--- src/logic/fwp_pkg.sv ---
/*
 * Shared constants and types for the flash array write protection block.
 * Assumes a single 50 MHz system clock and one command presented per cycle.
 */
package fwp_pkg;

    // ============================================================
    // Array geometry
    localparam int unsigned ARRAY_BYTES  = 33554432;
    localparam int unsigned SECTORS      = 512;
    localparam int unsigned SUBSECTORS   = 8192;
    localparam int unsigned SUBS_PER_SEC = 16;
    localparam int unsigned PAGES        = 131072;
    localparam int unsigned PAGE_BYTES   = 256;
    localparam int unsigned OTP_BYTES    = 64;
    localparam int unsigned ADDR_W       = 25;
    localparam int unsigned SEC_W        = 9;
    localparam int unsigned SUB_W        = 4;
    localparam int unsigned PAGE_W       = 17;
    localparam int unsigned OTP_W        = 6;
    localparam int unsigned SEC_LSB      = 16;
    localparam int unsigned SUB_LSB      = 12;
    localparam int unsigned PAGE_LSB     = 8;
    localparam int unsigned CNT_W        = 16;

    // ============================================================
    // Protection codes and data field positions
    localparam logic [3:0]  BP_NONE      = 4'h0;
    localparam logic [3:0]  BP_LAST_SIZE = 4'h9;
    localparam logic [9:0]  BP_ALL_SIZE  = 10'h200;
    localparam int unsigned LOCK_BIT     = 0;
    localparam int unsigned DOWN_BIT     = 1;
    localparam int unsigned BP_LSB       = 2;
    localparam int unsigned TB_BIT       = 6;

    // ============================================================
    // Reset values
    localparam logic        WEL_RST      = 1'b0;
    localparam logic        LOCK_RST     = 1'b1;
    localparam logic        DOWN_RST     = 1'b0;
    localparam logic [3:0]  BP_RST       = 4'h0;
    localparam logic        TB_RST       = 1'b0;

    typedef enum logic [3:0] {
        FWP_WREN, FWP_WRDI, FWP_PROG, FWP_ERASE_SUB, FWP_ERASE_SEC,
        FWP_ERASE_BULK, FWP_WR_LOCK, FWP_WR_STATUS, FWP_OTP_PROG
    } fwp_cmd_e;

    typedef enum logic [2:0] {
        FWP_OK, FWP_BITS, FWP_NO_WEL, FWP_LOCKED, FWP_AREA, FWP_WP_PIN, FWP_FROZEN
    } fwp_cause_e;

    typedef struct packed {
        logic [SECTORS-1:0] lock;
        logic [SECTORS-1:0] down;
        logic               wel;
        logic [3:0]         bp;
        logic               tb;
        logic               grant;
        logic               refuse;
        fwp_cause_e         cause;
        fwp_cmd_e           kind;
        logic [ADDR_W-1:0]  addr;
        logic [7:0]         data;
        logic               otp;
    } fwp_state_s;

endpackage

--- src/logic/fwp_geo_if.sv ---
/*
 * Carrier between the protection core and its address decoder.
 * Assumes the core drives address and protect code combinationally.
 */
`timescale 1ns/1ps
interface fwp_geo_if;
    import fwp_pkg::*;
    logic [ADDR_W-1:0] addr;
    logic [3:0]        bp;
    logic              tb;
    logic [SEC_W-1:0]  sector;
    logic [SUB_W-1:0]  subsector;
    logic [PAGE_W-1:0] page;
    logic              bp_hit;

    modport core (output addr, bp, tb, input sector, subsector, page, bp_hit);
    modport dec  (input addr, bp, tb, output sector, subsector, page, bp_hit);
endinterface

--- src/logic/fwp_core.sv ---
/*
 * Write protection core of a serial NOR flash: write enable latch, byte-count
 * check, per-sector lock and lock-down bits, block-protect area check.
 * Assumes the command decoder presents one decoded command per valid cycle,
 * with the clock count, address and data byte, plus the stored array byte.
 */
`timescale 1ns/1ps
module fwp_core
    import fwp_pkg::*;
(
    // Clock and reset
    input  wire logic              clk_sys_i,
    input  wire logic              nrst_i,
    // Decoded command
    input  wire logic              cmd_valid_i,
    input  wire fwp_cmd_e          cmd_kind_i,
    input  wire logic [CNT_W-1:0]  cmd_clocks_i,
    input  wire logic [ADDR_W-1:0] cmd_addr_i,
    input  wire logic [7:0]        cmd_data_i,
    input  wire logic [7:0]        arr_rd_data_i,
    // Pins and mode
    input  wire logic              write_prot_n_i,
    input  wire logic              quad_mode_i,
    // Result
    output logic                   grant_o,
    output logic                   refuse_o,
    output fwp_cause_e             cause_o,
    output fwp_cmd_e               op_kind_o,
    output logic [ADDR_W-1:0]      op_addr_o,
    output logic [7:0]             op_data_o,
    output logic                   op_otp_o,
    // Status
    output logic                   wel_o,
    output logic [3:0]             block_protect_code_o,
    output logic                   top_bottom_o
);

    // ============================================================
    // State
    localparam fwp_state_s RST_STATE = '{
        lock:   {SECTORS{LOCK_RST}},
        down:   {SECTORS{DOWN_RST}},
        wel:    WEL_RST,
        bp:     BP_RST,
        tb:     TB_RST,
        grant:  1'b0,
        refuse: 1'b0,
        cause:  FWP_OK,
        kind:   FWP_WREN,
        addr:   '0,
        data:   8'hFF,
        otp:    1'b0
    };

    fwp_state_s s_r;
    fwp_state_s s_nxt;

    fwp_geo_if geo ();

    fwp_geo_dec u_dec (
        .geo (geo)
    );

    assign geo.addr = cmd_addr_i;
    assign geo.bp   = s_r.bp;
    assign geo.tb   = s_r.tb;

    // ============================================================
    // Decision
    always_comb
    begin
        logic [SEC_W-1:0] sec;
        sec          = geo.sector;
        s_nxt        = s_r;
        s_nxt.grant  = 1'b0;
        s_nxt.refuse = 1'b0;
        if (cmd_valid_i)
        begin
            s_nxt.cause = FWP_OK;
            if (cmd_clocks_i[2:0] != 3'h0)
            begin
                // Partial byte: discarded, latch left as it was
                s_nxt.refuse = 1'b1;
                s_nxt.cause  = FWP_BITS;
            end
            else if (cmd_kind_i == FWP_WREN)
            begin
                s_nxt.wel   = 1'b1;
                s_nxt.grant = 1'b1;
                s_nxt.kind  = cmd_kind_i;
            end
            else if (cmd_kind_i == FWP_WRDI)
            begin
                s_nxt.wel   = 1'b0;
                s_nxt.grant = 1'b1;
                s_nxt.kind  = cmd_kind_i;
            end
            else if (!s_r.wel)
            begin
                s_nxt.refuse = 1'b1;
                s_nxt.cause  = FWP_NO_WEL;
            end
            else
            begin
                // Latch is spent by every whole-byte modifying command, taken or not
                s_nxt.wel = 1'b0;
                unique case (cmd_kind_i)
                    FWP_PROG, FWP_ERASE_SUB, FWP_ERASE_SEC:
                    begin
                        if (s_r.lock[sec])
                        begin
                            s_nxt.refuse = 1'b1;
                            s_nxt.cause  = FWP_LOCKED;
                        end
                        else if (geo.bp_hit)
                        begin
                            s_nxt.refuse = 1'b1;
                            s_nxt.cause  = FWP_AREA;
                        end
                        else
                        begin
                            s_nxt.grant = 1'b1;
                            s_nxt.kind  = cmd_kind_i;
                            s_nxt.otp   = 1'b0;
                            s_nxt.addr  = cmd_addr_i;
                            s_nxt.data  = 8'hFF;
                            if (cmd_kind_i == FWP_PROG)
                                s_nxt.data = arr_rd_data_i & cmd_data_i;
                            else if (cmd_kind_i == FWP_ERASE_SUB)
                                s_nxt.addr[SUB_LSB-1:0] = '0;
                            else
                                s_nxt.addr[SEC_LSB-1:0] = '0;
                        end
                    end
                    FWP_ERASE_BULK:
                    begin
                        // Whole array only if no sector is covered at all
                        if (|s_r.lock)
                        begin
                            s_nxt.refuse = 1'b1;
                            s_nxt.cause  = FWP_LOCKED;
                        end
                        else if (s_r.bp != BP_NONE)
                        begin
                            s_nxt.refuse = 1'b1;
                            s_nxt.cause  = FWP_AREA;
                        end
                        else
                        begin
                            s_nxt.grant = 1'b1;
                            s_nxt.kind  = cmd_kind_i;
                            s_nxt.otp   = 1'b0;
                            s_nxt.addr  = '0;
                            s_nxt.data  = 8'hFF;
                        end
                    end
                    FWP_WR_LOCK:
                    begin
                        if (s_r.down[sec])
                        begin
                            s_nxt.refuse = 1'b1;
                            s_nxt.cause  = FWP_FROZEN;
                        end
                        else
                        begin
                            s_nxt.lock[sec] = cmd_data_i[LOCK_BIT];
                            s_nxt.down[sec] = cmd_data_i[DOWN_BIT];
                            s_nxt.grant     = 1'b1;
                            s_nxt.kind      = cmd_kind_i;
                        end
                    end
                    FWP_WR_STATUS:
                    begin
                        // The pin is a data line in quad mode, so it guards nothing there
                        if (!write_prot_n_i && !quad_mode_i)
                        begin
                            s_nxt.refuse = 1'b1;
                            s_nxt.cause  = FWP_WP_PIN;
                        end
                        else
                        begin
                            s_nxt.bp    = cmd_data_i[BP_LSB +: 4];
                            s_nxt.tb    = cmd_data_i[TB_BIT];
                            s_nxt.grant = 1'b1;
                            s_nxt.kind  = cmd_kind_i;
                        end
                    end
                    FWP_OTP_PROG:
                    begin
                        // Separate area: only the low six bits select a byte
                        s_nxt.grant = 1'b1;
                        s_nxt.kind  = cmd_kind_i;
                        s_nxt.otp   = 1'b1;
                        s_nxt.addr  = {{(ADDR_W-OTP_W){1'b0}}, cmd_addr_i[OTP_W-1:0]};
                        s_nxt.data  = arr_rd_data_i & cmd_data_i;
                    end
                    default:
                    begin
                        s_nxt.refuse = 1'b1;
                        s_nxt.cause  = FWP_OK;
                    end
                endcase
            end
        end
    end

    // ============================================================
    // Registers
    always_ff @(posedge clk_sys_i or negedge nrst_i)
    begin
        if (!nrst_i)
            s_r <= RST_STATE;
        else
            s_r <= s_nxt;
    end

    // ============================================================
    // Outputs
    assign grant_o              = s_r.grant;
    assign refuse_o             = s_r.refuse;
    assign cause_o              = s_r.cause;
    assign op_kind_o            = s_r.kind;
    assign op_addr_o            = s_r.addr;
    assign op_data_o            = s_r.data;
    assign op_otp_o             = s_r.otp;
    assign wel_o                = s_r.wel;
    assign block_protect_code_o = s_r.bp;
    assign top_bottom_o         = s_r.tb;

    // ============================================================
    // Checks
    logic is_mod;
    assign is_mod = cmd_kind_i != FWP_WREN && cmd_kind_i != FWP_WRDI;

    chk_byte_count: assert property (
        @(posedge clk_sys_i) disable iff (!nrst_i)
        cmd_valid_i && cmd_clocks_i[2:0] != 3'h0
        |=> refuse_o && !grant_o && cause_o == FWP_BITS && $stable(s_r.lock))
        else $error("partial byte command not discarded");

    chk_wel_needed: assert property (
        @(posedge clk_sys_i) disable iff (!nrst_i)
        cmd_valid_i && is_mod && cmd_clocks_i[2:0] == 3'h0 && !wel_o
        |=> refuse_o && cause_o == FWP_NO_WEL)
        else $error("modifying command taken without write enable");

    chk_wel_spent: assert property (
        @(posedge clk_sys_i) disable iff (!nrst_i)
        cmd_valid_i && is_mod && cmd_clocks_i[2:0] == 3'h0 ##1 !cmd_valid_i
        |-> !wel_o)
        else $error("write enable latch survived a modifying command");

    chk_prog_clears: assert property (
        @(posedge clk_sys_i) disable iff (!nrst_i)
        grant_o && op_kind_o == FWP_PROG
        |-> op_data_o == ($past(arr_rd_data_i) & $past(cmd_data_i)))
        else $error("program may set a bit to one");

    chk_lock_refuse: assert property (
        @(posedge clk_sys_i) disable iff (!nrst_i)
        cmd_valid_i && cmd_kind_i == FWP_PROG && wel_o
        && cmd_clocks_i[2:0] == 3'h0 && s_r.lock[geo.sector]
        |=> refuse_o && !grant_o && cause_o == FWP_LOCKED)
        else $error("program taken in a locked sector");

    chk_area_refuse: assert property (
        @(posedge clk_sys_i) disable iff (!nrst_i)
        cmd_valid_i && cmd_kind_i == FWP_ERASE_SEC && wel_o
        && cmd_clocks_i[2:0] == 3'h0 && geo.bp_hit
        |=> refuse_o && !grant_o)
        else $error("erase taken in block-protected area");

    chk_lock_frozen: assert property (
        @(posedge clk_sys_i) disable iff (!nrst_i)
        cmd_valid_i && cmd_kind_i == FWP_WR_LOCK && s_r.down[geo.sector]
        |=> s_r.lock[$past(geo.sector)] == $past(s_r.lock[geo.sector])
            && s_r.down[$past(geo.sector)])
        else $error("frozen sector protection changed");

    chk_sub_align: assert property (
        @(posedge clk_sys_i) disable iff (!nrst_i)
        grant_o && op_kind_o == FWP_ERASE_SUB
        |-> op_addr_o[SUB_LSB-1:0] == '0 && op_data_o == 8'hFF)
        else $error("subsector erase not aligned");

    chk_wp_pin: assert property (
        @(posedge clk_sys_i) disable iff (!nrst_i)
        cmd_valid_i && cmd_kind_i == FWP_WR_STATUS && !write_prot_n_i
        && !quad_mode_i ##1 1'b1
        |-> $stable(block_protect_code_o) && $stable(top_bottom_o))
        else $error("protect code changed with write-protect pin low");

    cov_prog_granted: cover property (
        @(posedge clk_sys_i) disable iff (!nrst_i)
        grant_o && op_kind_o == FWP_PROG);

    cov_bulk_granted: cover property (
        @(posedge clk_sys_i) disable iff (!nrst_i)
        grant_o && op_kind_o == FWP_ERASE_BULK);

    cov_frozen_refuse: cover property (
        @(posedge clk_sys_i) disable iff (!nrst_i)
        refuse_o && cause_o == FWP_FROZEN);

    cov_area_refuse: cover property (
        @(posedge clk_sys_i) disable iff (!nrst_i)
        refuse_o && cause_o == FWP_AREA);

endmodule

--- src/logic/fwp_geo_dec.sv ---
/*
 * Address decoder: sector, subsector and page split plus block-protect range.
 * Assumes a purely combinational consumer in the same clock domain.
 */
`timescale 1ns/1ps
module fwp_geo_dec
    import fwp_pkg::*;
(
    // Decoder side of the carrier
    fwp_geo_if.dec geo
);

    // ============================================================
    // Protected range size in sectors for a code
    function automatic logic [9:0] bp_size(input logic [3:0] code);
        logic [9:0] s;
        s = 10'h000;
        if (code == BP_NONE)
            s = 10'h000;
        else if (code <= BP_LAST_SIZE)
            s = 10'(10'h001 << (code - 4'h1));
        else
            s = BP_ALL_SIZE;
        return s;
    endfunction

    // ============================================================
    // Geometry split
    assign geo.sector    = geo.addr[SEC_LSB +: SEC_W];
    assign geo.subsector = geo.addr[SUB_LSB +: SUB_W];
    assign geo.page      = geo.addr[PAGE_LSB +: PAGE_W];

    // ============================================================
    // Top area counts down from the last sector, bottom area up from zero
    always_comb
    begin
        logic [9:0] sz;
        logic [9:0] sec;
        sz  = bp_size(geo.bp);
        sec = {1'b0, geo.sector};
        if (geo.tb)
            geo.bp_hit = sec < sz;
        else
            geo.bp_hit = sec >= (BP_ALL_SIZE - sz);
    end

endmodule

--- config.mk ---
export PLATFORM = sky130hd
export DESIGN_NAME = fwp_core
export DESIGN_NICKNAME = d
export VERILOG_FILES = /design/src/logic/fwp_pkg.sv /design/src/logic/fwp_geo_if.sv /design/src/logic/fwp_core.sv /design/src/logic/fwp_geo_dec.sv
export SDC_FILE = /design/constraint.sdc
export NUM_CORES = 2
export LEC_CHECK = 0
export BUFFER_PORTS_ARGS = -buffer_cell sky130_fd_sc_hd__buf_2
export CAP_MARGIN = 10
export CORE_AREA = 3 3 330 332
export CTS_CLUSTER_SIZE = 16
export DETAILED_ROUTE_END_ITERATION = 16
export DIE_AREA = 0 0 333 335
export PLACE_DENSITY = 0.64
export SLEW_MARGIN = 20
export SYNTH_ARGS = -nofsm -noshare
export SYNTH_HDL_FRONTEND = slang
export SYNTH_SLANG_ARGS = --single-unit
export TNS_END_PERCENT = 5
--- constraint.sdc ---
create_clock -name clk_sys_i -period 4.2 [get_ports clk_sys_i]
set_clock_uncertainty 0.15 [all_clocks]
set_input_delay 0 -clock clk_sys_i [delete_from_list [all_inputs] [get_ports clk_sys_i]]
set_output_delay 0 -clock clk_sys_i [all_outputs]
set_load 0.01 [all_outputs]
-- Word level (Yosys, flattened, before mapping)
Index checks and enable logic that the tools add are counted.
- word-level logic and storage cells: 118
- bits in registers: 1073
- output and inout port bits: 49
- reductions and logical operators: 18
- muxes and demuxes: 56
- eq/ne operators: 18
- $lt $le $gt $ge: 5
- bitwise gates (word level): 6
- add/sub/neg operators: 2
- shifts and indexed selects: 1
- operator list (operator ; count):
    $mux W1024 ; 2
    $mux W1031 ; 1
    $bwmux W512 ; 2
    $reduce_or A512 Y1 ; 1
    $mux W38 ; 6
    $pmux W34 S3 ; 1
    $mux W34 ; 2
    $mux W4 ; 15
    $mux W43 ; 1
    $pmux W4 S5 ; 2
    $ne A4 B4 Y1 const B ; 6
    $mux W10 ; 2
    $reduce_and A10 Y1 ; 2
    $bmux W1 S9 ; 2
    $eq A4 B3 Y1 const B ; 4
    $mux W16 ; 1
    $mux W1 ; 14
    $reduce_and A7 Y1 ; 2
    $ge A9 B10 Y1 ; 1
    $lt A9 B10 Y1 ; 1
    $lt A9 B10 Y1 const B ; 1
    $shl A1 B4 Y10 const A ; 1
    $sub A10 B10 Y10 const A ; 1
    $demux W1 S9 ; 1
    other kinds (21) ; 34

-- Logic depth before layout (Yosys ltp)
- depth after elaboration: 15
- gate-level depth with buffers: 19
- gate-level depth less buffers: 15

-- Cells and area by module
A second synthesis with hierarchy kept.
- cell total of the unflattened synthesis: 4336
- area, all modules: 53402.5 um2
- by module, submodules not included (module ; times used ; cells each ; sequential area each (um2) ; area an instance (um2)):
    fwp_core ; 1 ; 4220 ; 27501.4 ; 52541.6
    fwp_geo_dec ; 1 ; 116 ; 0.0 ; 860.8

-- Least setup slack after synthesis
Ideal clock, no wire load.
- path kind: reg-to-reg
- start point: register s_r, in the netlist block_protect_code_o[1]
- end point: register s_r, in the netlist op_kind_o[0]
- stages on the path, launching flop included: 15
- buffers on the path: 1
- period minus slack after synthesis: 3.509 ns
- arrival time: 3.231 ns
- path slack: 0.691 ns
- setup time: 0.128 ns
- cell sequence: dfrtp_1 > clkbuf_1 > nor2b_1 > nand2_1 > ha_1 > o2111ai_1 > o21ai_0 > ha_1 > or4_1 > o21ai_0 > a31oi_1 > nor2_1 > nand2_1 > o41ai_2 > mux2_1
- cells in the longest elaborated chain, start to end: 9
- elaborated cells on any way between the ends: 14
- ends and longest elaborated chain (what ; line ; text):
    start, declared ; fwp_core.sv:55 ; fwp_state_s s_r;
    start signal, assigned ; fwp_core.sv:214 ; s_r <= s_nxt;
    $sub A4 B1 Y4 ; fwp_geo_dec.sv:21 ; s = 10'(10'h001 << (code - 4'h1));
    $shl A1 B4 Y10 ; fwp_geo_dec.sv:21 ;
    $mux W10 ; fwp_geo_dec.sv:20 ; else if (code <= BP_LAST_SIZE)
    $mux W10 ; fwp_geo_dec.sv:18 ; if (code == BP_NONE)
    $sub A10 B10 Y10 ; fwp_geo_dec.sv:44 ; geo.bp_hit = sec >= (BP_ALL_SIZE - sz);
    $ge A9 B10 Y1 ; fwp_geo_dec.sv:44 ;
    $mux W1 ; fwp_geo_dec.sv:41 ; if (geo.tb)
    $ne A4 B4 Y1 (no source line) ; n/a ;
    $reduce_and A10 Y1 (no source line) (*) ; n/a ;
Every way passes the cells marked *; elsewhere a longest branch is shown, timed or not.
A chain may end at the register's enable or synchronous reset.

-- Final worst setup path
- start point: input port cmd_addr_i[19]
- end point: register s_r, in the netlist op_data_o[0]
- cells in the longest elaborated chain, start to end: 4
- elaborated cells on any way between the ends: 8
- ends and longest elaborated chain (what ; line ; text):
    start, declared ; fwp_core.sv:18 ; input wire logic [ADDR_W-1:0] cmd_addr_i,
    $bmux W1 S9, or another cell as far along ; fwp_core.sv:110 ; if (s_r.lock[sec])
    $mux W1, on equally long branches ; fwp_core.sv:110, fwp_geo_dec.sv:41 ;
    $ne A2 B2 Y1 (no source line) ; n/a ;
    $reduce_and A10 Y1 (no source line) (*) ; n/a ;
Every way passes the cells marked *; elsewhere a longest branch is shown, timed or not. The select of a mux whose other input is x is not followed.

==> reports/qor.yml <==
logic_synthesis:
  ys_ff_latch: 1073
  async_flop_share: 1.00
  syn_avg_cell_area_sq_um: 11.9
  netlist_area_sq_um: 52900
  syn_inst: 4447
  synth.yosys.warnings: 0
  synthDistinctLibCells: 68
  synth-edff-count: 0
  ys_seq_area_frac: 0.520
  yosys_most_used_dff: "dfrtp_1"
  syn_nets: 4531
clock_tree:
  clock_sinks: 1073
  clock_path_buffers: 3
  cts_tree: "yes"
  clkLatencyLatePin_ns: 0.71
  cts-root-buf: "clkbuf_16"
  htree_num_levels: 3
  path_clk_slew_ns: 0.06
  postCtsSetupRepairBufs: 0
  cts_buffers: 113
timing:
  setup_viol: 0
  hold_viol_final: 0
  finalMaxSlewViolations: 0
  tns_ns: 0
  finalCriticalPeriod_ns: 4.10
  relSlewSlack: 0.254
  fmax_ghz: 0.244
  min_period_over_period: 0.976
  rsz0062_at_grt: "no"
  tightestPinTransition_ns: 1.12
layout:
  nets: 4773
  syn_to_final_growth_pct: 16.6
  final_area_sq_um: 61600
  final_common_cell: "nand2_1"
  drive_gt1_frac: 0.317
  layoutNonFillerInstCount: 6191
  final_cell_mix: "636 x nand2_1, 553 x dfrtp_1, 520 x dfstp_2, 513 x a21o_1, 331 x mux2_1"
  final_util: 0.578
  fillers: 8681
worst_setup_path:
  r2r_slack_ns: 0.12
  crit_path_end_kind: "flip-flop"
  worst_r2r_endpoint: "op_data_o[0]$_DFFE_PN1P_"
  arrival_ns: 4.58
  start_kind: "input port"
  crit_path_end: "op_data_o[0]$_DFFE_PN1P_"
  critPathLaunch: "cmd_addr_i[19]"
  worstSetupPathType: "in2reg"
  required_ns: 4.68
  cp_max_fo: 22
  reg2reg_depth: 13
hold_path:
  hold_class: "in2reg"
placement:
  dpl_cell_area_sq_um: 56400
  post-dp-hpwl_microns: 105000
  place_congestion: 0.868
  io_buffers: 101
  placed_cells: 5858
route:
  wl_per_cell_microns: 26.1
  wirelength_microns: 162000
  drc: 0
  vias: 38713
  firstDrtPassIters: 6
  drt_iter0_drc: 3442
  via_per_inst: 6.25
  postRouteAntennaNets: 0
power_and_ir_drop:
  leakagePower_nw: 30.8
  powerDensity_nw_per_um2: 361
  ir_worst_vdd_v: 0.000354
global_routing:
  grtUsageMet3: 0.0528
  use_met1: 0.403
  grt_antenna_before_repair: 4
  met2_usage: 0.455
  grt_use_total: 0.288
  grt_max_degree: 149
  grt_pass1_vias: 39494
  grt_pass1_wl_microns: 249000
  grt.busiest_layer: "met2"
  grt_overflow_total: 0
die:
  num_io_pins: 115
  dieArea_sq_um: 112000
  start_util: 0.496
  core_sq_um: 107000
  row_count: 120
  die_h_microns: 335
  fp.dieW_microns: 333
outcome:
  status: "finished clean"
job:
  cap_violations: 0
how the worst min path moves through the flow:
stage | start | end | slack, ns | depth (start not counted)
4_1_cts | cmd_kind_i[0] | op_kind_o[0]$_DFFE_PN0P_ | 0.02 | 3
3_3_place_gp | nrst_i | asynchronous set/reset pin | 0.02 | 1
5_1_grt | cmd_kind_i[3] | op_kind_o[3]$_DFFE_PN0P_ | 0.05 | 4
2_1_floorplan | nrst_i | asynchronous set/reset pin | -0.45 | 0
6_report | cmd_kind_i[0] | op_kind_o[0]$_DFFE_PN0P_ | 0.04 | 3
3_5_place_dp | nrst_i | asynchronous set/reset pin | 0.02 | 1
power by group:
group / internal, mW / switching, mW / total (mW)
Clock: 6.25 / 4.27 / 10.5
Sequential: 10.4 / 0.00709 / 10.4
Combinational: 0.429 / 0.927 / 1.36
cells by family after synthesis:
kind of cell,synth area share
muxes,0.220
AOI/OAI and AO/OA,0.107
and+or+nand+nor,0.110
xor gates and xnor gates,0.000331
DFF,0.520
adders and majority gates,0.00426
buffers and inverters,0.0382
area by class of cell:
type,count,area [sq um],share of cell area
Clock inverter,42,509,0.00826
Multi-Input combinational cell,2985,23500,0.382
Timing Repair Buffer,507,4890,0.0794
Clock buffer,170,3410,0.0552
Sequential cell,1073,27500,0.446
Inverter,9,33.8,0.000548
Antenna cell,2,5.00,0.0000812
Tap cell,1403,1760,0.0285
per-stage QoR:
| stage | power, mW | hold WS [ns] | worst slack, ns |
|---|---|---|---|
| after global placement | 11.8 | 0.0235 | -0.0156 |
| final | 22.3 | 0.0402 | 0.100 |
| after floorplan | 11.1 | -0.446 | 0.691 |
| after global routing | 22.9 | 0.0513 | 0.00265 |
| after CTS | 22.4 | 0.0189 | 0.00999 |
| after detailed placement | 11.8 | 0.0230 | -0.0521 |
routing by layer:
metal / routed length [microns] / vias to the layer above
met5: 0 / -
met3: 11400 / 324
met4: 5720 / 0
li1: - / 16608
met2: 75400 / 1454
met1: 69300 / 20327
Yosys cell counts, types with 10 or more instances:
master    count  area [sq um]
dfrtp_1     553         13800
dfstp_2     520         13700
nor2b_1      19           119
a21oi_1      22           110
a31oi_1      25           156
nand2_1     644          2420
a21o_1      513          3850
nor4_1      144           901
mux2_2      199          2240
nand3_1      67           335
nor2_1      292          1100
mux2i_1     183          1830
nand4_1      62           388
buf_2       107           536
o22ai_1      11          68.8
o21ai_0      44           220
buf_4        98           736
a22o_1       10          87.6
a211oi_1     10          75.1
mux2_1      331          3730
clkbuf_1    147           552
ha_1         18           225
a32oi_1      11          96.3
buf_1        20          75.1
a22oi_1      82           616
nor3_1       20           100
mux4_2      170          3830
repair_timing:
action,CTS,global route
hold buffers,118,0
setup endpoints to repair,0,6
resized for setup,0,19
hold endpoints to repair,739,0
critical path: stages:
cell           delay (ns)
dlygate4sd3_1        0.54
buf_6                0.29
nor2b_4              0.46
buf_12               0.26
a22o_1               0.20
nor3_1               0.10
a31oi_1              0.36
buf_4                0.19
a41o_1               0.29
nand4_1              0.30
o31ai_2              0.29
buf_4                0.16
and3_1               0.23
buf_4                0.14
nor2_1               0.03
a31oi_1              0.13
dlygate4sd3_1        0.57
No activity file was read; power rests on OpenSTA's default activity.
